`src/design/i2csra_pkg.sv`:
```
// package: register map, field positions, states and carriers of the
// two-wire slave status, bit-rate and address-match block
// assumes a 32-bit apb register bus and one system clock
package i2csra_pkg;

    // register byte offsets
    localparam logic [7:0] OFS_CTRL = 8'h00;
    localparam logic [7:0] OFS_STATUS = 8'h04;
    localparam logic [7:0] OFS_BRG = 8'h08;
    localparam logic [7:0] OFS_OWN = 8'h0c;
    localparam logic [7:0] OFS_MASK = 8'h10;
    localparam logic [7:0] OFS_TX = 8'h14;
    localparam logic [7:0] OFS_RX = 8'h18;
    localparam logic [7:0] OFS_IRQ_STAT = 8'h1c;
    localparam logic [7:0] OFS_IRQ_MASK = 8'h20;

    // control fields
    localparam int unsigned CTRL_EN_BIT = 0;
    localparam int unsigned CTRL_WIDE_BIT = 1;

    // status fields
    localparam int unsigned ST_TXF_BIT = 0;
    localparam int unsigned ST_RXF_BIT = 1;
    localparam int unsigned ST_DIR_BIT = 2;
    localparam int unsigned ST_START_BIT = 3;
    localparam int unsigned ST_STOP_BIT = 4;

    // interrupt status / mask fields
    localparam int unsigned IRQ_W = 5;
    localparam int unsigned IRQ_START_BIT = 0;
    localparam int unsigned IRQ_STOP_BIT = 1;
    localparam int unsigned IRQ_RX_BIT = 2;
    localparam int unsigned IRQ_TXDONE_BIT = 3;
    localparam int unsigned IRQ_MATCH_BIT = 4;

    // widths and reset values
    localparam int unsigned BRG_W = 12;
    localparam int unsigned ADR_W = 10;
    localparam logic [11:0] BRG_RST = 12'h000;
    localparam logic [9:0] OWN_RST = 10'h000;
    localparam logic [9:0] MASK_RST = 10'h000;
    localparam logic [4:0] HDR10 = 5'h1e;
    localparam logic [3:0] LAST_BIT = 4'h7;
    localparam logic [3:0] TX_END = 4'h8;

    typedef enum logic [2:0] {
        ST_IDLE, ST_ADDR, ST_AACK, ST_RXD, ST_RACK, ST_TXD, ST_TACK
    } i2csra_state_t;

    typedef struct packed {
        logic start;
        logic stop;
        logic scl_rise;
        logic scl_fall;
    } i2csra_cond_t;

endpackage : i2csra_pkg

```
`src/design/i2csra_top.sv`:
```
// top: apb registers, status flags, address match and slave byte engine
// assumes pins synchronous to CLK_SYS, apb master per protocol
// Overview of operation
// [RL1] stop seen set on stop, cleared on start
// [RL2] start seen set on start, cleared on stop
// [RL3] direction bit updated after each address byte; here only after a matching address byte, not the ten-bit low byte
// [RL4] rx full on byte load, cleared on read
// [RL5] tx full on write, cleared when sent
// [RL6] twelve-bit divisor sets serial clock rate
// [RL7] software derives divisor from clock period
// [RL8] software never programs divisor zero or one
// [RL9] ten-bit own address, upper bits zero
// [RL10] set mask bit makes position don't-care
// [RL11] clear mask bit demands exact match
// [RL12] mask bits 9, 8, 0 only wide mode
// [RL13] fields reset zero, unused bits read zero
// [RL14] wide select picks ten or seven bits
// [RL15] disable or reset clears all status flags; here disable leaves the interrupt status bits set, only reset clears them
//
// Chosen here: the placing of the registers and the APB slave port.
`timescale 1ns/1ps
module i2csra_top import i2csra_pkg::*; (
    input wire logic CLK_SYS,
    input wire logic RST_N,
    input wire logic PSEL,
    input wire logic PENABLE,
    input wire logic PWRITE,
    input wire logic [7:0] PADDR,
    input wire logic [31:0] PWDATA,
    output logic [31:0] PRDATA,
    output logic PREADY,
    output logic PSLVERR,
    input wire logic SCL_IN,
    input wire logic SDA_IN,
    output logic SDA_OUT,
    output logic SDA_OE,
    output logic IRQ
);
    i2csra_cond_t cond;
    i2csra_state_t state_r;
    logic tick;
    logic en_r, wide_r;
    logic [BRG_W-1:0] brg_r;
    logic [ADR_W-1:0] own_r, mask_r;
    logic [7:0] tx_hold_r, rx_hold_r, shift_r;
    logic [3:0] cnt_r;
    logic ack_on_r, lo_pend_r, lo_phase_r, a10_ok_r, next_tx_r;
    logic stop_r, start_r, dir_r, rxf_r, txf_r;
    logic [IRQ_W-1:0] irq_stat_r, irq_mask_r, irq_set;
    logic drv_pend_r, drv_want_r, drv_want, sda_oe_r, sda_o_r;
    logic [31:0] prdata_r, rd_mux;
    logic pready_r, pslverr_r, irq_r;
    logic setup, wr, rd;
    logic [7:0] byte_in;
    logic addr_done, addr_hit, go_lo, go_tx;
    logic rx_load, tx_done, rx_rd, tx_wr, irq_rd;

    function automatic logic masked_eq(input logic [9:0] a, input logic [9:0] b,
                                       input logic [9:0] m);
        masked_eq = (((a ^ b) & ~m) == 10'h000);
    endfunction : masked_eq

    function automatic logic is_mapped(input logic [7:0] a);
        is_mapped = (a <= OFS_IRQ_MASK) && (a[1:0] == 2'b00);
    endfunction : is_mapped

    i2csra_cond i2csra_cond_i (
        .clk(CLK_SYS),
        .rst_n(RST_N),
        .scl_in(SCL_IN),
        .sda_in(SDA_IN),
        .cond(cond)
    );

    i2csra_rate i2csra_rate_i (
        .clk(CLK_SYS),
        .rst_n(RST_N),
        .en(en_r),
        .divisor(brg_r),
        .tick(tick)
    );

    // apb decode
    assign setup = PSEL & ~PENABLE;
    assign wr = PSEL & PENABLE & PWRITE;
    assign rd = PSEL & PENABLE & ~PWRITE;
    assign rx_rd = rd & (PADDR == OFS_RX);
    assign irq_rd = rd & (PADDR == OFS_IRQ_STAT);
    assign tx_wr = wr & (PADDR == OFS_TX);

    // address byte evaluation
    assign byte_in = {shift_r[6:0], SDA_IN};
    assign addr_done = en_r & ~cond.start & ~cond.stop & cond.scl_rise
                       & (state_r == ST_ADDR) & (cnt_r == LAST_BIT);
    always_comb begin
        if (lo_phase_r) begin
            addr_hit = masked_eq({2'b00, byte_in}, {2'b00, own_r[7:0]},
                                 {2'b00, mask_r[7:0]}); // RL10 RL11
        end else if (wide_r) begin
            addr_hit = (byte_in[7:3] == HDR10) & (~byte_in[0] | a10_ok_r)
                       & masked_eq({8'h00, byte_in[2:1]}, {8'h00, own_r[9:8]},
                                   {8'h00, mask_r[9:8]}); // RL14 RL12
        end else begin
            addr_hit = masked_eq({3'b000, byte_in[7:1]}, {3'b000, own_r[6:0]},
                                 {3'b000, mask_r[6:1], 1'b0}); // RL12 RL14
        end
    end
    assign go_lo = wide_r & ~lo_phase_r & ~byte_in[0];
    assign go_tx = ~lo_phase_r & byte_in[0];
    assign rx_load = en_r & ~cond.start & ~cond.stop & cond.scl_rise
                     & (state_r == ST_RXD) & (cnt_r == LAST_BIT);
    assign tx_done = en_r & ~cond.start & ~cond.stop & cond.scl_rise
                     & (state_r == ST_TACK);

    // slave byte engine
    always_ff @(posedge CLK_SYS or negedge RST_N) begin
        if (!RST_N) begin
            state_r <= ST_IDLE;
            shift_r <= 8'h00;
            cnt_r <= 4'h0;
            ack_on_r <= 1'b0;
            lo_pend_r <= 1'b0;
            lo_phase_r <= 1'b0;
            a10_ok_r <= 1'b0;
            next_tx_r <= 1'b0;
        end else if (!en_r || cond.stop) begin
            state_r <= ST_IDLE;
            ack_on_r <= 1'b0;
            lo_pend_r <= 1'b0;
            lo_phase_r <= 1'b0;
            a10_ok_r <= 1'b0;
        end else if (cond.start) begin
            state_r <= ST_ADDR;
            cnt_r <= 4'h0;
            ack_on_r <= 1'b0;
            lo_pend_r <= 1'b0;
            lo_phase_r <= 1'b0;
        end else if (cond.scl_rise) begin
            case (state_r)
                ST_ADDR: begin
                    shift_r <= byte_in;
                    cnt_r <= cnt_r + 4'h1;
                    if (cnt_r == LAST_BIT) begin
                        state_r <= addr_hit ? ST_AACK : ST_IDLE;
                        next_tx_r <= go_tx;
                        lo_pend_r <= go_lo & addr_hit;
                        if (lo_phase_r) begin
                            a10_ok_r <= addr_hit;
                        end
                        lo_phase_r <= 1'b0;
                    end
                end
                ST_RXD: begin
                    shift_r <= byte_in;
                    cnt_r <= cnt_r + 4'h1;
                    if (cnt_r == LAST_BIT) begin
                        state_r <= ST_RACK;
                    end
                end
                ST_TACK: begin
                    if (SDA_IN) begin
                        state_r <= ST_IDLE;
                    end
                end
                default: begin
                end
            endcase
        end else if (cond.scl_fall) begin
            case (state_r)
                ST_AACK, ST_RACK: begin
                    if (!ack_on_r) begin
                        ack_on_r <= 1'b1;
                    end else begin
                        ack_on_r <= 1'b0;
                        cnt_r <= 4'h0;
                        if (state_r == ST_RACK) begin
                            state_r <= ST_RXD;
                        end else if (lo_pend_r) begin
                            state_r <= ST_ADDR;
                            lo_pend_r <= 1'b0;
                            lo_phase_r <= 1'b1;
                        end else if (next_tx_r) begin
                            state_r <= ST_TXD;
                            shift_r <= {tx_hold_r[6:0], 1'b0};
                            cnt_r <= 4'h1;
                        end else begin
                            state_r <= ST_RXD;
                        end
                    end
                end
                ST_TXD: begin
                    if (cnt_r == TX_END) begin
                        state_r <= ST_TACK;
                    end else begin
                        shift_r <= {shift_r[6:0], 1'b0};
                        cnt_r <= cnt_r + 4'h1;
                    end
                end
                ST_TACK: begin
                    state_r <= ST_TXD;
                    shift_r <= {tx_hold_r[6:0], 1'b0};
                    cnt_r <= 4'h1;
                end
                default: begin
                end
            endcase
        end
    end

    // level wanted on sda after a clock fall (1 = pull low)
    always_comb begin
        drv_want = 1'b0;
        case (state_r)
            ST_AACK: drv_want = ~ack_on_r | (next_tx_r & ~lo_pend_r & ~tx_hold_r[7]);
            ST_RACK: drv_want = ~ack_on_r;
            ST_TXD: drv_want = (cnt_r != TX_END) & ~shift_r[7];
            ST_TACK: drv_want = ~tx_hold_r[7];
            default: drv_want = 1'b0;
        endcase
    end

    // sda drive applied on the next rate tick after the clock fall
    always_ff @(posedge CLK_SYS or negedge RST_N) begin
        if (!RST_N) begin
            drv_pend_r <= 1'b0;
            drv_want_r <= 1'b0;
            sda_oe_r <= 1'b0;
        end else if (!en_r || cond.start || cond.stop) begin
            drv_pend_r <= 1'b0;
            sda_oe_r <= 1'b0;
        end else if (cond.scl_fall) begin
            drv_pend_r <= 1'b1;
            drv_want_r <= drv_want;
        end else if (drv_pend_r && tick) begin
            drv_pend_r <= 1'b0;
            sda_oe_r <= drv_want_r; // RL6
        end
    end

    // bus condition and direction flags
    always_ff @(posedge CLK_SYS or negedge RST_N) begin
        if (!RST_N) begin
            stop_r <= 1'b0;
            start_r <= 1'b0;
            dir_r <= 1'b0;
        end else if (!en_r) begin
            stop_r <= 1'b0; // RL15
            start_r <= 1'b0;
            dir_r <= 1'b0;
        end else begin
            if (cond.stop) begin
                stop_r <= 1'b1; // RL1
                start_r <= 1'b0; // RL2
            end else if (cond.start) begin
                stop_r <= 1'b0; // RL1
                start_r <= 1'b1; // RL2
            end
            if (addr_done && addr_hit && !lo_phase_r) begin
                dir_r <= byte_in[0]; // RL3
            end
        end
    end

    // holding register flags, set wins over clear
    always_ff @(posedge CLK_SYS or negedge RST_N) begin
        if (!RST_N) begin
            rxf_r <= 1'b0;
            txf_r <= 1'b0;
            rx_hold_r <= 8'h00;
        end else if (!en_r) begin
            rxf_r <= 1'b0; // RL15
            txf_r <= 1'b0;
        end else begin
            if (rx_load) begin
                rx_hold_r <= byte_in;
                rxf_r <= 1'b1; // RL4
            end else if (rx_rd) begin
                rxf_r <= 1'b0; // RL4
            end
            if (tx_wr) begin
                txf_r <= 1'b1; // RL5
            end else if (tx_done) begin
                txf_r <= 1'b0; // RL5
            end
        end
    end

    // software registers
    always_ff @(posedge CLK_SYS or negedge RST_N) begin
        if (!RST_N) begin
            en_r <= 1'b0;
            wide_r <= 1'b0;
            brg_r <= BRG_RST; // RL13
            own_r <= OWN_RST;
            mask_r <= MASK_RST;
            tx_hold_r <= 8'h00;
            irq_mask_r <= '0;
        end else if (wr) begin
            if (PADDR == OFS_CTRL) begin
                en_r <= PWDATA[CTRL_EN_BIT];
                wide_r <= PWDATA[CTRL_WIDE_BIT];
            end else if (PADDR == OFS_BRG) begin
                brg_r <= PWDATA[BRG_W-1:0]; // RL6
            end else if (PADDR == OFS_OWN) begin
                own_r <= PWDATA[ADR_W-1:0]; // RL9
            end else if (PADDR == OFS_MASK) begin
                mask_r <= PWDATA[ADR_W-1:0];
            end else if (PADDR == OFS_TX) begin
                tx_hold_r <= PWDATA[7:0];
            end else if (PADDR == OFS_IRQ_MASK) begin
                irq_mask_r <= PWDATA[IRQ_W-1:0];
            end
        end
    end

    // read data mux
    always_comb begin
        rd_mux = 32'h0000_0000;
        if (PADDR == OFS_CTRL) begin
            rd_mux[CTRL_EN_BIT] = en_r;
            rd_mux[CTRL_WIDE_BIT] = wide_r;
        end else if (PADDR == OFS_STATUS) begin
            rd_mux[ST_TXF_BIT] = txf_r;
            rd_mux[ST_RXF_BIT] = rxf_r;
            rd_mux[ST_DIR_BIT] = dir_r;
            rd_mux[ST_START_BIT] = start_r;
            rd_mux[ST_STOP_BIT] = stop_r;
        end else if (PADDR == OFS_BRG) begin
            rd_mux[BRG_W-1:0] = brg_r; // RL6 RL13
        end else if (PADDR == OFS_OWN) begin
            rd_mux[ADR_W-1:0] = own_r; // RL9 RL13
        end else if (PADDR == OFS_MASK) begin
            rd_mux[ADR_W-1:0] = mask_r;
        end else if (PADDR == OFS_TX) begin
            rd_mux[7:0] = tx_hold_r;
        end else if (PADDR == OFS_RX) begin
            rd_mux[7:0] = rx_hold_r;
        end else if (PADDR == OFS_IRQ_STAT) begin
            rd_mux[IRQ_W-1:0] = irq_stat_r;
        end else if (PADDR == OFS_IRQ_MASK) begin
            rd_mux[IRQ_W-1:0] = irq_mask_r;
        end
    end

    // apb answer: captured in setup, ready in access
    always_ff @(posedge CLK_SYS or negedge RST_N) begin
        if (!RST_N) begin
            prdata_r <= 32'h0000_0000;
            pslverr_r <= 1'b0;
            pready_r <= 1'b0;
        end else begin
            pready_r <= 1'b1;
            if (setup) begin
                prdata_r <= PWRITE ? 32'h0000_0000 : rd_mux;
                pslverr_r <= ~is_mapped(PADDR);
            end
        end
    end

    // sticky events, read clears only what was returned
    assign irq_set = {addr_done & addr_hit, tx_done, rx_load,
                      en_r & cond.stop, en_r & cond.start};
    always_ff @(posedge CLK_SYS or negedge RST_N) begin
        if (!RST_N) begin
            irq_stat_r <= '0;
            irq_r <= 1'b0;
        end else begin
            irq_stat_r <= irq_set | (irq_stat_r & ~(irq_rd ? prdata_r[IRQ_W-1:0] : 5'h00));
            irq_r <= |((irq_set | irq_stat_r) & irq_mask_r);
        end
    end

    always_ff @(posedge CLK_SYS or negedge RST_N) begin
        if (!RST_N) begin
            sda_o_r <= 1'b0;
        end else begin
            sda_o_r <= 1'b0;
        end
    end

    assign PRDATA = prdata_r;
    assign PREADY = pready_r;
    assign PSLVERR = pslverr_r;
    assign SDA_OUT = sda_o_r;
    assign SDA_OE = sda_oe_r;
    assign IRQ = irq_r;

    // checks
    logic [BRG_W:0] gap_r;
    always_ff @(posedge CLK_SYS or negedge RST_N) begin
        if (!RST_N) begin
            gap_r <= '0;
        end else if (tick || !en_r) begin
            gap_r <= '0;
        end else begin
            gap_r <= gap_r + 13'h0001;
        end
    end
endmodule : i2csra_top

```
`src/design/i2csra_cond.sv`:
```
// bus condition detector: start, stop and serial clock edges
// assumes scl and sda inputs already synchronous to the clock
`timescale 1ns/1ps
module i2csra_cond import i2csra_pkg::*; (
    input wire logic clk,
    input wire logic rst_n,
    input wire logic scl_in,
    input wire logic sda_in,
    output i2csra_cond_t cond
);
    logic scl_q;
    logic sda_q;

    always_ff @(posedge clk or negedge rst_n) begin
        if (!rst_n) begin
            scl_q <= 1'b1;
            sda_q <= 1'b1;
        end else begin
            scl_q <= scl_in;
            sda_q <= sda_in;
        end
    end

    // data moving while clock stays high marks a condition
    always_comb begin
        cond.start = scl_q & scl_in & sda_q & ~sda_in;
        cond.stop = scl_q & scl_in & ~sda_q & sda_in;
        cond.scl_rise = ~scl_q & scl_in;
        cond.scl_fall = scl_q & ~scl_in;
    end
endmodule : i2csra_cond

```
`src/design/i2csra_rate.sv`:
```
// bit-rate divider: one-cycle tick every divisor + 2 clocks
// assumes divisor held stable while enabled
`timescale 1ns/1ps
module i2csra_rate import i2csra_pkg::*; (
    input wire logic clk,
    input wire logic rst_n,
    input wire logic en,
    input wire logic [BRG_W-1:0] divisor,
    output logic tick
);
    logic [BRG_W:0] cnt_r;
    logic [BRG_W:0] limit;

    assign limit = {1'b0, divisor} + 13'h0001;
    assign tick = en & (cnt_r >= limit);

    always_ff @(posedge clk or negedge rst_n) begin
        if (!rst_n) begin
            cnt_r <= '0;
        end else if (!en || tick) begin
            cnt_r <= '0;
        end else begin
            cnt_r <= cnt_r + 13'h0001;
        end
    end
endmodule : i2csra_rate

```
`config.mk`:
```
export PLATFORM = sky130hd
export DESIGN_NAME = i2csra_top
export DESIGN_NICKNAME = d
export VERILOG_FILES = /design/src/design/i2csra_pkg.sv /design/src/design/i2csra_top.sv /design/src/design/i2csra_cond.sv /design/src/design/i2csra_rate.sv
export SDC_FILE = /design/constraint.sdc
export NUM_CORES = 1
export LEC_CHECK = 0
export BUFFER_PORTS_ARGS = -buffer_cell sky130_fd_sc_hd__buf_4
export CAP_MARGIN = 20
export CORE_MARGIN = 2
export CORE_UTILIZATION = 30
export CTS_CLUSTER_DIAMETER = 200
export DETAILED_ROUTE_END_ITERATION = 8
export GPL_TIMING_DRIVEN = 0
export SYNTH_ARGS = -nofsm -noshare
export SYNTH_HDL_FRONTEND = slang
export SYNTH_SLANG_ARGS = --single-unit
```
`constraint.sdc`:
```
create_clock -name CLK_SYS -period 4 [get_ports CLK_SYS]
set_clock_uncertainty 0.05 [all_clocks]
set_input_delay 0.8 -clock CLK_SYS [delete_from_list [all_inputs] [get_ports CLK_SYS]]
set_output_delay 0.8 -clock CLK_SYS [all_outputs]
set_load 0.05 [all_outputs]
```
Word level (Yosys, flattened, before mapping)
Index checks and enable logic that the tools add are counted.
{ "classes": {"n_addsub": 3, "magnitude_cmp": 2, "n_eq_ne": 43, "muxes": 105, "bitwise": 72, "reduce_logical": 52} }
{ "op_table": {"columns": ["operator", "count"], "rows": [
  ["two-way mux 8 bit", 10],
  ["two-way mux 1 bit", 56],
  ["two-way mux 3 bit", 13],
  ["bitwise AND 1 bit", 35],
  ["== test 8 x 5 -> 1 bit (second input constant)", 4],
  ["logical NOT 10 bit", 3],
  ["two-way mux 10 bit", 3],
  ["two-way mux 5 bit", 5],
  ["two-way mux 4 bit", 6],
  ["one-hot mux 8 bit (3 select lines)", 1],
  ["inverter 1 bit", 21],
  ["nonzero test 4 bit", 5],
  ["!= test 3 bit (second input constant)", 6],
  ["one-hot mux 3 bit (3 select lines)", 2],
  ["AND reduction 6 bit", 3],
  ["== test 8 x 4 -> 1 bit (second input constant)", 2],
  ["!= test 4 bit (second input constant)", 4],
  ["AND reduction 5 bit", 3],
  ["AND reduction 7 bit", 2],
  ["adder 12 x 1 -> 13 bit (second input constant)", 1],
  ["adder 13 x 1 -> 13 bit (second input constant)", 1],
  ["greater-or-equal comparator 13 bit", 1],
  ["two-way mux 13 bit", 1],
  ["two-way mux 12 bit", 1],
  ["other kinds (52)", 88]
]} }
{ "word_totals": {"regBits": 138, "inputBits": 47, "output_inout_bits": 37, "wordCells": 309} }

Longest topological paths before layout
Gate-level depths: netlist (run 1).
{ "logic_depth": {"ltp_word": 13, "ltp_mapped": 13, "ltp_nobuf": 12} }

Modules after synthesis
From an unflattened synthesis (run 1), not the netlist that was laid out.
{ "hier_totals": {"cells_unflattened": 690, "area_unflattened_um2": 7045.5} }
{ "modules_own_cells": {"columns": ["module", "instances", "cells_per_inst", "area_per_inst_um2", "seq_area_each_um2"], "rows": [
  ["i2csra_top", 1, 560, 5726.7, 2577.5],
  ["i2csra_rate", 1, 124, 1231.2, 325.3],
  ["i2csra_cond", 1, 6, 87.6, 52.6]
]} }

Worst setup path before layout (run 1)
OpenSTA, ideal clock, no wires.
{ "synth_path": {"kind": "reg2reg", "start": "reg brg_r[0]", "end": "reg sda_oe_r (netlist: SDA_OE)", "setup_ns": 0.079, "t_arrival_ns": 2.631, "t_required_ns": 3.871, "path_slack_ns": 1.239, "path_stages_with_launch": 13, "n_path_buf": 1, "period_less_slack_ns": 2.761, "cell_sequence": "dfrtp_1 > ha_1 > nand3_1 > nor2_1 > and3_1 > xnor2_1 > ha_1 > nand3_1 > or2_2 > o41a_1 > clkbuf_1 > a31oi_1 > mux2i_1"} }
{ "synth_between": {"elab_chain_cells": 6} }
{ "synth_lines": {"columns": ["element", "line", "source"], "rows": [
  ["from (decl)", "i2csra_top.sv:43", "logic [BRG_W-1:0] brg_r;"],
  ["from (signal assigned)", "i2csra_top.sv:303", "brg_r <= PWDATA[BRG_W-1:0];"],
  ["adder 12 x 1 -> 13 bit", "i2csra_rate.sv:14", "assign limit = {1'b0, divisor} + 13'h0001;"],
  ["greater-or-equal comparator 13 bit", "i2csra_rate.sv:15", "assign tick = en & (cnt_r >= limit);"],
  ["bitwise AND 1 bit", "i2csra_rate.sv:15", null],
  ["logical AND 1 bit", "i2csra_top.sv:234", "end else if (drv_pend_r && tick) begin"],
  ["nonzero test 2 bit (no source line)", null, null],
  ["AND reduction 2 bit (no source line)", null, null],
  ["to (signal assigned)", "i2csra_top.sv:236", "sda_oe_r <= drv_want_r;"],
  ["to (decl)", "i2csra_top.sv:50", "logic drv_pend_r, drv_want_r, drv_want, sda_oe_r, sda_o_r;"]
]} }
Every way passes these cells.
A chain may end at the register's enable or synchronous reset.

Worst setup path after layout (run 1)
{ "layout_path": {"start": "reg brg_r[1]", "end": "reg i2csra_rate_i.cnt_r[10]"} }
{ "layout_between": {"elab_chain_cells": 5} }
{ "layout_lines": {"columns": ["element", "line", "source"], "rows": [
  ["adder 12 x 1 -> 13 bit", "i2csra_rate.sv:14", null],
  ["greater-or-equal comparator 13 bit", "i2csra_rate.sv:15", null],
  ["bitwise AND 1 bit", "i2csra_rate.sv:15", null],
  ["logical OR 1 bit", null, null],
  ["two-way mux 13 bit", "i2csra_rate.sv:20", "end else if (!en || tick) begin"],
  ["to (signal assigned)", "i2csra_rate.sv:23", "cnt_r <= cnt_r + 13'h0001;"],
  ["to (decl)", "i2csra_rate.sv:11", "logic [BRG_W:0] cnt_r;"]
]} }
Every way passes these cells.

==> results.sh, run 1 <==
export IMPL_worst_pin_slew_ns=0.808
export IMPL_fin_ws_ns=0.681
export IMPL_synth_top_cells_by_area="dfrtp_1 42%, mux2_2 7.9%, nand2_1 4.6%"
export IMPL_drc=0
export IMPL_worstRegToRegCells=13
export IMPL_worstReg2RegEnd="i2csra_rate_i.cnt_r[10]$_DFF_PN0_"
export IMPL_setup_tns_ns=0
export IMPL_hold_buffers=0
export IMPL_drt_iter0_drc=466
export IMPL_root_buffer="clkbuf_16"
export IMPL_hpwl_um=15400
export IMPL_start_util_pct=30.7
export IMPL_clockBufferDepth=2
export IMPL_worstReg2RegStart="brg_r[1]$_DFFE_PN0P_"
export IMPL_synth_top_area_share_pct=41.5
export IMPL_critPathSlowestCell="dfrtp_1"
export IMPL_fmax_mhz=301
export IMPL_syn_to_final_growth_pct=20.5
export IMPL_synth_distinct_cells=70
export IMPL_cp_arrival_ns=3.55
export IMPL_die_x_um=157
export IMPL_synthFlopType="dfrtp_1"
export IMPL_cp_max_fo=10
export IMPL_fin_crit_sh_pct=83.0
export IMPL_h_tree_depth=4
export IMPL_syn_inst=717
export IMPL_cts_sinks=118
export IMPL_cts_made_buffers=17
export IMPL_final_cell_mix="116 x dfrtp_1, 85 x nand2_1, 65 x buf_4, 49 x mux2_2, 38 x a21oi_1"
export IMPL_async_flop_share_pct=100
export IMPL_nets=865
export IMPL_critPathMaxStageDelay_ns=0.44
export IMPL_drv_slew=0
export IMPL_rows=55
export IMPL_slew_headroom_pct=45.7
export IMPL_syn_avg_cell_area_um2=9.75
export IMPL_die_area_um2=24500
export IMPL_clk_latency_ns=0.42
export IMPL_synth_seq_area_share_pct=42.3
export IMPL_drt_first_pass_iters=5
export IMPL_required_ns=4.23
export IMPL_io_pins=84
export IMPL_drv_cap=0
export IMPL_ctsResizeCount=0
export IMPL_grt_pass1_wl_um=31800
export IMPL_io_buffers=41
export IMPL_cp_start_kind="register"
export IMPL_worstSetupStartpoint="brg_r[1]$_DFFE_PN0P_"
export IMPL_gp_congestion=0.896
export IMPL_routed_wirelength_um=20200
export IMPL_wl_per_cell_um=18.0
export IMPL_rsz0062_at_grt="no"
export IMPL_final_hold_viol_count=0
export IMPL_synth_top_area_cell="dfrtp_1"
export IMPL_dp_slack_ns=0.727
export IMPL_synth_edf_count=0
export IMPL_crit_path_end_kind="register"
export IMPL_path_cells="ha_1, nand3_1, nor2_1, and3_1, nand3_1, xor2_1, ha_1, nand2_1, a21oi_1, o21ai_0, a21oi_1, clkbuf_1, nor3_1"
export IMPL_netlist_area_um2=6990
export IMPL_drive_gt1_share_pct=21.9
export IMPL_grt_usage_pct=17.1
export IMPL_yosysWarnings=0
export IMPL_finalCriticalPeriod_ns=3.32
export IMPL_antenna_found_initial=1
export IMPL_crit_type="register to register"
export IMPL_grt_overflow=0
export IMPL_p_leak_uw=0.00386
export IMPL_status="completed"
export IMPL_grt_pass1_vias=5583
export IMPL_core_area_um2=22800
export IMPL_grt_max_degree=77
export IMPL_drt_antenna_violating_nets=0
export IMPL_postCtsSetupBuffers=0
export IMPL_viasPerCell=5.11
export IMPL_die_y_um=157
export IMPL_hold_path_class="input pin to asynchronous set/reset pin"
export IMPL_final_common_cell="dfrtp_1"
export IMPL_clk_pin_slew_worst_paths_ns=0.06
export IMPL_r2r_setup_slack_ns=0.68
export IMPL_vias=5749
export IMPL_setup_viol=0
export IMPL_cts_tree="built"
export IMPL_synth_seq_cells=118
export IMPL_vdd_drop_max_v=0.000276
export IMPL_power_density_nw_per_um2=370
[power breakdown]
| part | switching (µW) | total, µW | leakage [µW] | internal [µW] |
|---|---|---|---|---|
| logic | 184 | 268 | 0.00195 | 84.5 |
| clock network | 561 | 1620 | 0.000297 | 1060 |
| registers | 18.5 | 1230 | 0.00161 | 1210 |
| total | 763 | 3120 | 0.00386 | 2350 |
[cell families after synthesis]
family	count (synthesis)	synth area share, %
AND/OR/NAND/NOR	245	18.0
AO/OA/AOI/OAI	149	14.4
flip-flops	118	42.3
buffers and inverters	74	5.55
multiplexers	68	10.8
XOR/XNOR	41	5.25
adder cells (fa/ha/maj)	20	3.58
other	2	0.107
[per-stage QoR]
| stage | cell area (µm²) | utilization, % | cells | power [µW] | hold WS [ns] |
|---|---|---|---|---|---|
| after floorplan | 7060 | - | 737 | 1410 | 0.399 |
| after global placement | 7760 | 34.1 | 1091 | 1510 | 0.409 |
| after detailed placement | 7790 | 34.2 | 1092 | 1520 | 0.416 |
| after CTS | 8420 | 37.0 | 1123 | 3140 | 0.261 |
| after global routing | 8420 | 37.0 | 1124 | 3230 | 0.273 |
| final | 8420 | 37.0 | 1124 | 3120 | 0.244 |
[cell usage after synthesis (3+ instances only)]
cell / number
dfrtp_1: 116
nand2_1: 85
mux2_2: 49
a21oi_1: 38
nor2_1: 36
o21ai_0: 31
nand3_1: 29
xnor2_1: 27
buf_4: 25
inv_1: 25
nor3_1: 21
ha_1: 20
clkbuf_1: 16
nor2b_1: 16
and3_1: 14
o22ai_1: 14
xor2_1: 13
mux2_1: 12
a21o_1: 9
nand2b_1: 9
o211ai_1: 8
buf_2: 7
mux2i_1: 7
a32o_1: 5
o31ai_1: 5
or2_2: 5
a31oi_1: 4
nor2_2: 4
o221ai_1: 4
a221o_1: 3
a222oi_1: 3
nand3b_1: 3
nand4b_1: 3
nor4_1: 3
o2bb2ai_1: 3
[critical path, delay by kind of cell (launching register included)]
family / cells / cell delay, ns
xor+xnor: 1 / 0.16
compound gates: 3 / 0.72
simple gates: 6 / 0.86
flops: 1 / 0.44
buf+inv: 1 / 0.43
fa+ha+maj: 2 / 0.53
[sequential cells by signal (all words and copies together) (netlist names), 3 cells and up]
| name | count |
|---|---|
| PRDATA | 12 |
| brg_r | 12 |
| cnt_r | 4 |
| i2csra_rate_i.cnt_r | 13 |
| irq_mask_r | 5 |
| irq_stat_r | 5 |
| mask_r | 10 |
| own_r | 10 |
| rx_hold_r | 8 |
| shift_r | 8 |
| state_r | 3 |
| tx_hold_r | 8 |
[area by class of cell]
class / instances / area (µm²)
fillers: 2275 / 14400
multi-input cells: 545 / 3720
flip-flops and latches: 118 / 2960
clock buffers: 20 / 447
well taps: 313 / 392
repair buffers: 42 / 339
plain buffers: 49 / 294
clock inverters: 11 / 175
inverters: 25 / 93.8
diodes: 1 / 2.50
[per-layer routing]
metal | wire length, µm | vias to the layer above | global-route usage (%) | share of wire [%]
li1 | - | 2697 | - | -
met1 | 9440 | 2861 | 23.6 | 47
met2 | 9390 | 163 | 26.5 | 46
met3 | 902 | 28 | 3.57 | 4.5
met4 | 478 | 0 | 6.60 | 2.4
met5 | 0 | - | 0 | 0
[worst max path at each step]
stage	to	slack, ns	cells past startpoint
3_3_place_gp	i2csra_rate_i.cnt_r[10]$_DFF_PN0_	0.74	13
2_1_floorplan	SDA_OE$_DFFE_PN0P_	1.24	12
3_5_place_dp	i2csra_rate_i.cnt_r[9]$_DFF_PN0_	0.73	13
5_1_grt	i2csra_rate_i.cnt_r[10]$_DFF_PN0_	0.37	13
4_1_cts	i2csra_rate_i.cnt_r[10]$_DFF_PN0_	0.70	13
6_report	i2csra_rate_i.cnt_r[10]$_DFF_PN0_	0.68	13
No activity file was read; power rests on OpenSTA's default activity.
==> inputs of run 2 (changes only) <==
--- a/config.mk
+++ b/config.mk
@@ -5,6 +5,7 @@
 export SDC_FILE = /design/constraint.sdc
 export NUM_CORES = 1
 export LEC_CHECK = 0
+export ABC_AREA = 1
 export BUFFER_PORTS_ARGS = -buffer_cell sky130_fd_sc_hd__buf_4
 export CAP_MARGIN = 20
 export CORE_MARGIN = 2
==> constraint.sdc (replaced) <==
create_clock -name CLK_SYS -period 3.4 [get_ports CLK_SYS]
set_clock_uncertainty 0.05 [all_clocks]
set_input_delay 0.68 -clock CLK_SYS [delete_from_list [all_inputs] [get_ports CLK_SYS]]
set_output_delay 0.68 -clock CLK_SYS [all_outputs]
set_load 0.05 [all_outputs]
==> run 2 against run 1 <==
Clock power up 5%. Global-route usage down 0.25 points. Combinational power up 6%.
==> results.sh, run 2 <==
export IMPL_antenna_found_initial=0
export IMPL_instances_no_fill=1272
export IMPL_synth_edf_count=0
export IMPL_cts_made_buffers=17
export IMPL_fin_crit_sh_pct=88.4
export IMPL_hold_path_class="input pin to asynchronous set/reset pin"
export IMPL_rows=55
export IMPL_start_util_pct=30.3
export IMPL_top_register="i2csra_rate_i.cnt_r"
export IMPL_synth_seq_cells=118
export IMPL_h_tree_depth=4
export IMPL_top_usage_layer="met2"
export IMPL_cts_tree="built"
export IMPL_drc=0
export IMPL_grt_pass1_vias=5900
export IMPL_use_met3_pct=3.33
export IMPL_required_ns=3.68
export IMPL_drive_gt1_share_pct=13.7
export IMPL_final_common_cell="nand2_1"
export IMPL_final_hold_viol_count=0
export IMPL_drt_first_pass_iters=5
export IMPL_n_fill_cell=2368
export IMPL_viasPerCell=4.83
export IMPL_antenna_cells=0
export IMPL_die_area_um2=23900
export IMPL_grt_max_degree=65
export IMPL_drv_slew=0
export IMPL_fmax_mhz=333
export IMPL_grt_pass1_wl_um=31600
export IMPL_vdd_drop_max_v=0.000349
export IMPL_finalCriticalPeriod_ns=3.01
export IMPL_vias=6138
export IMPL_drt_iter0_drc=455
export IMPL_setup_tns_ns=0
export IMPL_largest_reg_flops=13
export IMPL_routed_wirelength_um=19400
export IMPL_critPathSlowestCell="dfrtp_1"
export IMPL_worst_pin_slew_ns=0.557
export IMPL_grtUsageMet2_pct=25.3
export IMPL_synth_distinct_cells=49
export IMPL_place_inst=1245
export IMPL_crit_path_end_kind="register"
export IMPL_gp_congestion=0.936
export IMPL_drv_cap=0
export IMPL_clk_latency_ns=0.42
export IMPL_synth_top_cells_by_area="dfrtp_1 43%, nand2_1 12%, o21ai_0 7.2%"
export IMPL_io_buffers=42
export IMPL_cts_sinks=118
export IMPL_drt_antenna_violating_nets=0
export IMPL_crit_type="register to register"
export IMPL_syn_inst=897
export IMPL_clockBufferDepth=2
export IMPL_status="completed"
export IMPL_cp_arrival_ns=3.29
export IMPL_syn_avg_cell_area_um2=7.60
export IMPL_yosysWarnings=0
export IMPL_synth_top_area_share_pct=42.6
export IMPL_netlist_area_um2=6820
export IMPL_nets=1046
export IMPL_clk_pin_slew_worst_paths_ns=0.06
export IMPL_syn_to_final_growth_pct=19.5
export IMPL_hpwl_um=14800
export IMPL_power_density_nw_per_um2=422
export IMPL_grt_usage_pct=16.9
export IMPL_die_x_um=155
export IMPL_synth_most_common_cell="nand2_1"
export IMPL_wl_per_cell_um=15.3
export IMPL_critPathMaxStageDelay_ns=0.43
export IMPL_async_flop_share_pct=100
export IMPL_grt_overflow=0
export IMPL_rsz0062_at_grt="no"
export IMPL_synth_top_area_cell="dfrtp_1"
export IMPL_die_y_um=155
export IMPL_ctsResizeCount=0
export IMPL_slew_headroom_pct=62.7
export IMPL_hold_buffers=0
export IMPL_synth_common_cells="221 x nand2_1, 116 x dfrtp_1, 108 x inv_1, 98 x o21ai_0, 79 x nor2_1"
export IMPL_root_buffer="clkbuf_16"
export IMPL_synth_seq_area_share_pct=43.4
export IMPL_setup_viol=0
export IMPL_cp_max_fo=10
export IMPL_final_cell_mix="221 x nand2_1, 116 x dfrtp_1, 108 x inv_1, 98 x o21ai_0, 79 x nor2_1"
export IMPL_met1_usage_pct=24.5
export IMPL_io_pins=84
export IMPL_postCtsSetupBuffers=0
export IMPL_cp_start_kind="register"
export IMPL_synthFlopType="dfrtp_1"
export IMPL_core_area_um2=22500
export IMPL_p_leak_uw=0.00389
export IMPL_path_cells="ha_1, nand2_1, nor2_1, inv_1, nor3_2, nand3_1, xor2_1, ha_1, a21oi_1, o21ai_0, a21oi_1, nand4_1, clkbuf_2, nor3b_1"
[run 2: cell count changes in the layout (fill, tap and decap cells not counted), moves of 27 or more]
| cell | before | now |
|---|---|---|
| inv_1 | 25 | 108 |
| mux2_2 | 49 | 0 |
| nand2_1 | 85 | 221 |
| nand3_1 | 29 | 56 |
| nor2_1 | 36 | 79 |
| o21ai_0 | 31 | 98 |
[run 2: worst paths after layout]
path	from	endpoint	slack (ns)	cells past startpoint
max	brg_r[0]$_DFFE_PN0P_	i2csra_rate_i.cnt_r[11]$_DFF_PN0_	0.39	14
min	RST_N	state_r[2]$_DFFE_PN0P_	0.17	1
max reg2reg	brg_r[0]$_DFFE_PN0P_	i2csra_rate_i.cnt_r[11]$_DFF_PN0_	0.39	14
min reg2reg	PSLVERR$_DFFE_PN0P_	PSLVERR$_DFFE_PN0P_	0.43	2
max in group asynchronous	RST_N	PRDATA[3]$_DFFE_PN0P_	2.42	2
min in group CLK_SYS	SCL_IN	i2csra_cond_i.scl_q$_DFF_PN1_	0.34	1
[run 2: through the flow]
stage	setup WS (ns)	power [µW]	hold WS, ns	area (µm²)	utilization (%)
final	0.393	3430	0.166	8140	36.2
after global routing	0.0502	3560	0.213	8140	36.2
after global placement	0.259	1750	0.418	7560	33.6
after CTS	0.185	3470	0.190	8140	36.2
after detailed placement	0.209	1760	0.422	7590	33.7
after floorplan	0.722	1650	0.334	6890	-
[run 2: logic make-up after synthesis]
group / after synthesis / share of synthesized area [%]
other: 2 / 0.110
AND/OR/NAND/NOR: 416 / 27.4
flip-flops: 118 / 43.4
AO/OA/AOI/OAI: 178 / 14.1
XOR/XNOR: 13 / 1.67
adder cells (fa/ha/maj): 20 / 3.67
buffers and inverters: 150 / 9.69
[run 2: report_power, final]
group          internal (µW)  leakage [µW]  switching, µW  total, µW
Clock                   1070      0.000275            623       1700
Combinational           83.5       0.00207            202        285
Sequential              1430       0.00155           21.8       1450
Total                   2590       0.00389            847       3430
[run 2: layer usage]
layer / share of wire [%] / up-vias
li1: - / 3058
met1: 49 / 2843
met2: 43 / 208
met3: 6.4 / 29
met4: 2.0 / 0
met5: 0 / -
[run 2: worst max-delay path: cells and delay by family (launching register included)]
family	cells	cell delay [ns]
AND/OR/NAND/NOR	6	0.96
adder cells (fa/ha/maj)	2	0.58
flip-flops	1	0.43
AO/OA/AOI/OAI	3	0.40
buffers and inverters	2	0.33
XOR/XNOR	1	0.17
[run 2: area by class of cell]
cell class | instances | area, µm² | area share [%]
buffer | 37 | 238 | 2.92
clock buffer | 22 | 494 | 6.07
clock inverter | 5 | 50.0 | 0.615
inverter | 113 | 424 | 5.21
multi-input combinational | 649 | 3280 | 40.3
sequential | 118 | 2960 | 36.3
tap | 285 | 357 | 4.38
timing repair buffer | 43 | 347 | 4.26
==> inputs of run 3 (changes only) <==
--- a/config.mk
+++ b/config.mk
@@ -8,7 +8,6 @@
 export ABC_AREA = 1
 export BUFFER_PORTS_ARGS = -buffer_cell sky130_fd_sc_hd__buf_4
 export CAP_MARGIN = 20
-export CORE_MARGIN = 2
 export CORE_UTILIZATION = 30
 export CTS_CLUSTER_DIAMETER = 200
 export DETAILED_ROUTE_END_ITERATION = 8
==> run 3 against run 2 <==
The flow now finishes with violations (DRC). Routed wire length up 0.95%. Via count grew 0.62%. Largest cell class unchanged. Cell count is the same. Global-route usage grew 0.61 points. Largest power group unchanged. Sequential power barely moved.
==> results.sh, run 3 (synthesized netlist as in run 2, its figures left out) <==
export IMPL_setup_tns_ns=0
export IMPL_drive_gt1_share_pct=13.8
export IMPL_r2r_setup_slack_ns=0.39
export IMPL_antenna_cells=0
export IMPL_syn_to_final_growth_pct=20.6
export IMPL_largest_reg_flops=13
export IMPL_top_register="i2csra_rate_i.cnt_r"
export IMPL_worst_pin_slew_ns=0.567
export IMPL_clk_pin_slew_worst_paths_ns=0.06
export IMPL_path_cells="ha_1, nand2_1, nor2_1, inv_1, nor3_2, nand3_1, xor2_1, ha_1, a21oi_1, o21ai_0, a21oi_1, nand4_1, clkbuf_2, nor3b_1"
export IMPL_worstReg2RegEnd="i2csra_rate_i.cnt_r[11]$_DFF_PN0_"
export IMPL_use_met3_pct=3.81
export IMPL_clk_latency_ns=0.43
export IMPL_grt_pass1_vias=5759
export IMPL_setup_viol=0
export IMPL_power_density_nw_per_um2=446
export IMPL_cp_max_fo=10
export IMPL_multi_input_area_um2=3280
export IMPL_final_cell_mix="221 x nand2_1, 116 x dfrtp_1, 108 x inv_1, 98 x o21ai_0, 79 x nor2_1"
export IMPL_ctsResizeCount=0
export IMPL_n_fill_cell=2291
export IMPL_io_buffers=42
export IMPL_critPathSlowestCell="dfrtp_1"
export IMPL_status="finished, violations left"
export IMPL_cts_made_buffers=17
export IMPL_grt_overflow=0
export IMPL_hold_path_class="input pin to asynchronous set/reset pin"
export IMPL_start_util_pct=30.9
export IMPL_crit_path_end_kind="register"
export IMPL_drc=1
export IMPL_root_buffer="clkbuf_16"
export IMPL_regArea_um2=2960
export IMPL_critPathMaxStageDelay_ns=0.44
export IMPL_crit_type="register to register"
export IMPL_io_pins=84
export IMPL_rows=54
export IMPL_fmax_mhz=332
export IMPL_grt_pass1_wl_um=31500
export IMPL_grt_max_degree=95
export IMPL_h_tree_depth=4
export IMPL_worstRegToRegCells=14
export IMPL_worstReg2RegStart="brg_r[0]$_DFFE_PN0P_"
export IMPL_top_usage_layer="met2"
export IMPL_die_x_um=153
export IMPL_cts_sinks=118
export IMPL_finalCriticalPeriod_ns=3.01
export IMPL_viasPerCell=4.86
export IMPL_slew_headroom_pct=62.1
export IMPL_nets=1046
export IMPL_vias=6176
export IMPL_violations="DRC"
export IMPL_drv_cap=0
export IMPL_cp_arrival_ns=3.31
export IMPL_vdd_drop_max_v=0.000292
export IMPL_clockBufferDepth=2
export IMPL_fin_crit_sh_pct=88.5
export IMPL_holdWs_ns=0.0608
export IMPL_required_ns=3.70
export IMPL_drv_slew=0
export IMPL_cp_start_kind="register"
export IMPL_postCtsSetupBuffers=0
export IMPL_gp_congestion=0.892
export IMPL_rsz0062_at_grt="no"
export IMPL_drt_antenna_violating_nets=0
export IMPL_core_area_um2=22000
export IMPL_antenna_found_initial=0
export IMPL_hpwl_um=14900
export IMPL_final_hold_viol_count=0
export IMPL_cts_tree="built"
export IMPL_p_leak_uw=0.00392
export IMPL_final_common_cell="nand2_1"
export IMPL_routed_wirelength_um=19600
export IMPL_drt_iter0_drc=485
export IMPL_grt_usage_pct=17.5
export IMPL_grtUsageMet2_pct=25.8
export IMPL_die_area_um2=23300
export IMPL_drt_first_pass_iters=9
export IMPL_die_y_um=153
export IMPL_met1_usage_pct=25.2
export IMPL_hold_buffers=0
export IMPL_wl_per_cell_um=15.4
==> run 3: cell types whose count changed in the layout (fill, tap and decap cells not counted), sizes merged <==
cell      before  now
bufinv         1    4
clkbuf        29   30
clkinvlp       0    1
==> run 3: metrics by stage <==
step	std cells	instance area (µm²)	util, %	setup slack, ns	power, µW
3_3_place_gp	1239	7560	34.3	0.240	1750
5_1_grt	1272	8220	37.3	0.0211	3790
3_5_place_dp	1240	7590	34.4	0.186	1760
4_1_cts	1272	8210	37.3	0.169	3700
2_1_floorplan	917	6890	-	0.722	1650
6_report	1272	8220	37.3	0.390	3670
==> run 3: how the worst max path moves through the flow <==
stage                         start  slack (ns)  cells after the start                           endpoint
2_1_floorplan  brg_r[0]$_DFFE_PN0P_        0.72                     14  i2csra_rate_i.cnt_r[11]$_DFF_PN0_
3_3_place_gp   brg_r[0]$_DFFE_PN0P_        0.24                     14  i2csra_rate_i.cnt_r[11]$_DFF_PN0_
3_5_place_dp   brg_r[0]$_DFFE_PN0P_        0.19                     14  i2csra_rate_i.cnt_r[11]$_DFF_PN0_
4_1_cts        brg_r[0]$_DFFE_PN0P_        0.17                     14  i2csra_rate_i.cnt_r[11]$_DFF_PN0_
5_1_grt        brg_r[0]$_DFFE_PN0P_        0.02                     14  i2csra_rate_i.cnt_r[11]$_DFF_PN0_
6_report       brg_r[0]$_DFFE_PN0P_        0.39                     14  i2csra_rate_i.cnt_r[11]$_DFF_PN0_
==> run 3: worst max-delay path: cells and delay by family, from the launching register on <==
family          cells  cell delay, ns
simple gates        6            0.94
fa+ha+maj           2            0.58
flops               1            0.44
compound gates      3            0.41
buf+inv             2            0.34
xor+xnor            1            0.17
==> run 3: layout make-up <==
| cell class | count | area share [%] |
|---|---|---|
| Multi-Input combinational cell | 649 | 39.9 |
| Sequential cell | 118 | 36.0 |
| Clock buffer | 23 | 5.82 |
| Inverter | 113 | 5.16 |
| Tap cell | 280 | 4.26 |
| Timing Repair Buffer | 43 | 4.22 |
| Buffer | 37 | 2.89 |
| Clock inverter | 9 | 1.80 |
==> run 3: per-layer routing <==
metal / up-vias / part of all wire [%]
met5: - / 0
met4: 0 / 1.8
met1: 2900 / 49
met2: 197 / 43
met3: 23 / 6.7
li1: 3056 / -
==> run 3: report_power, final <==
group          internal (µW)  total (µW)  leakage, µW  switching, µW
Sequential              1430        1450      0.00155           22.3
Combinational           83.3         285      0.00207            202
Clock                   1280        1930     0.000307            653
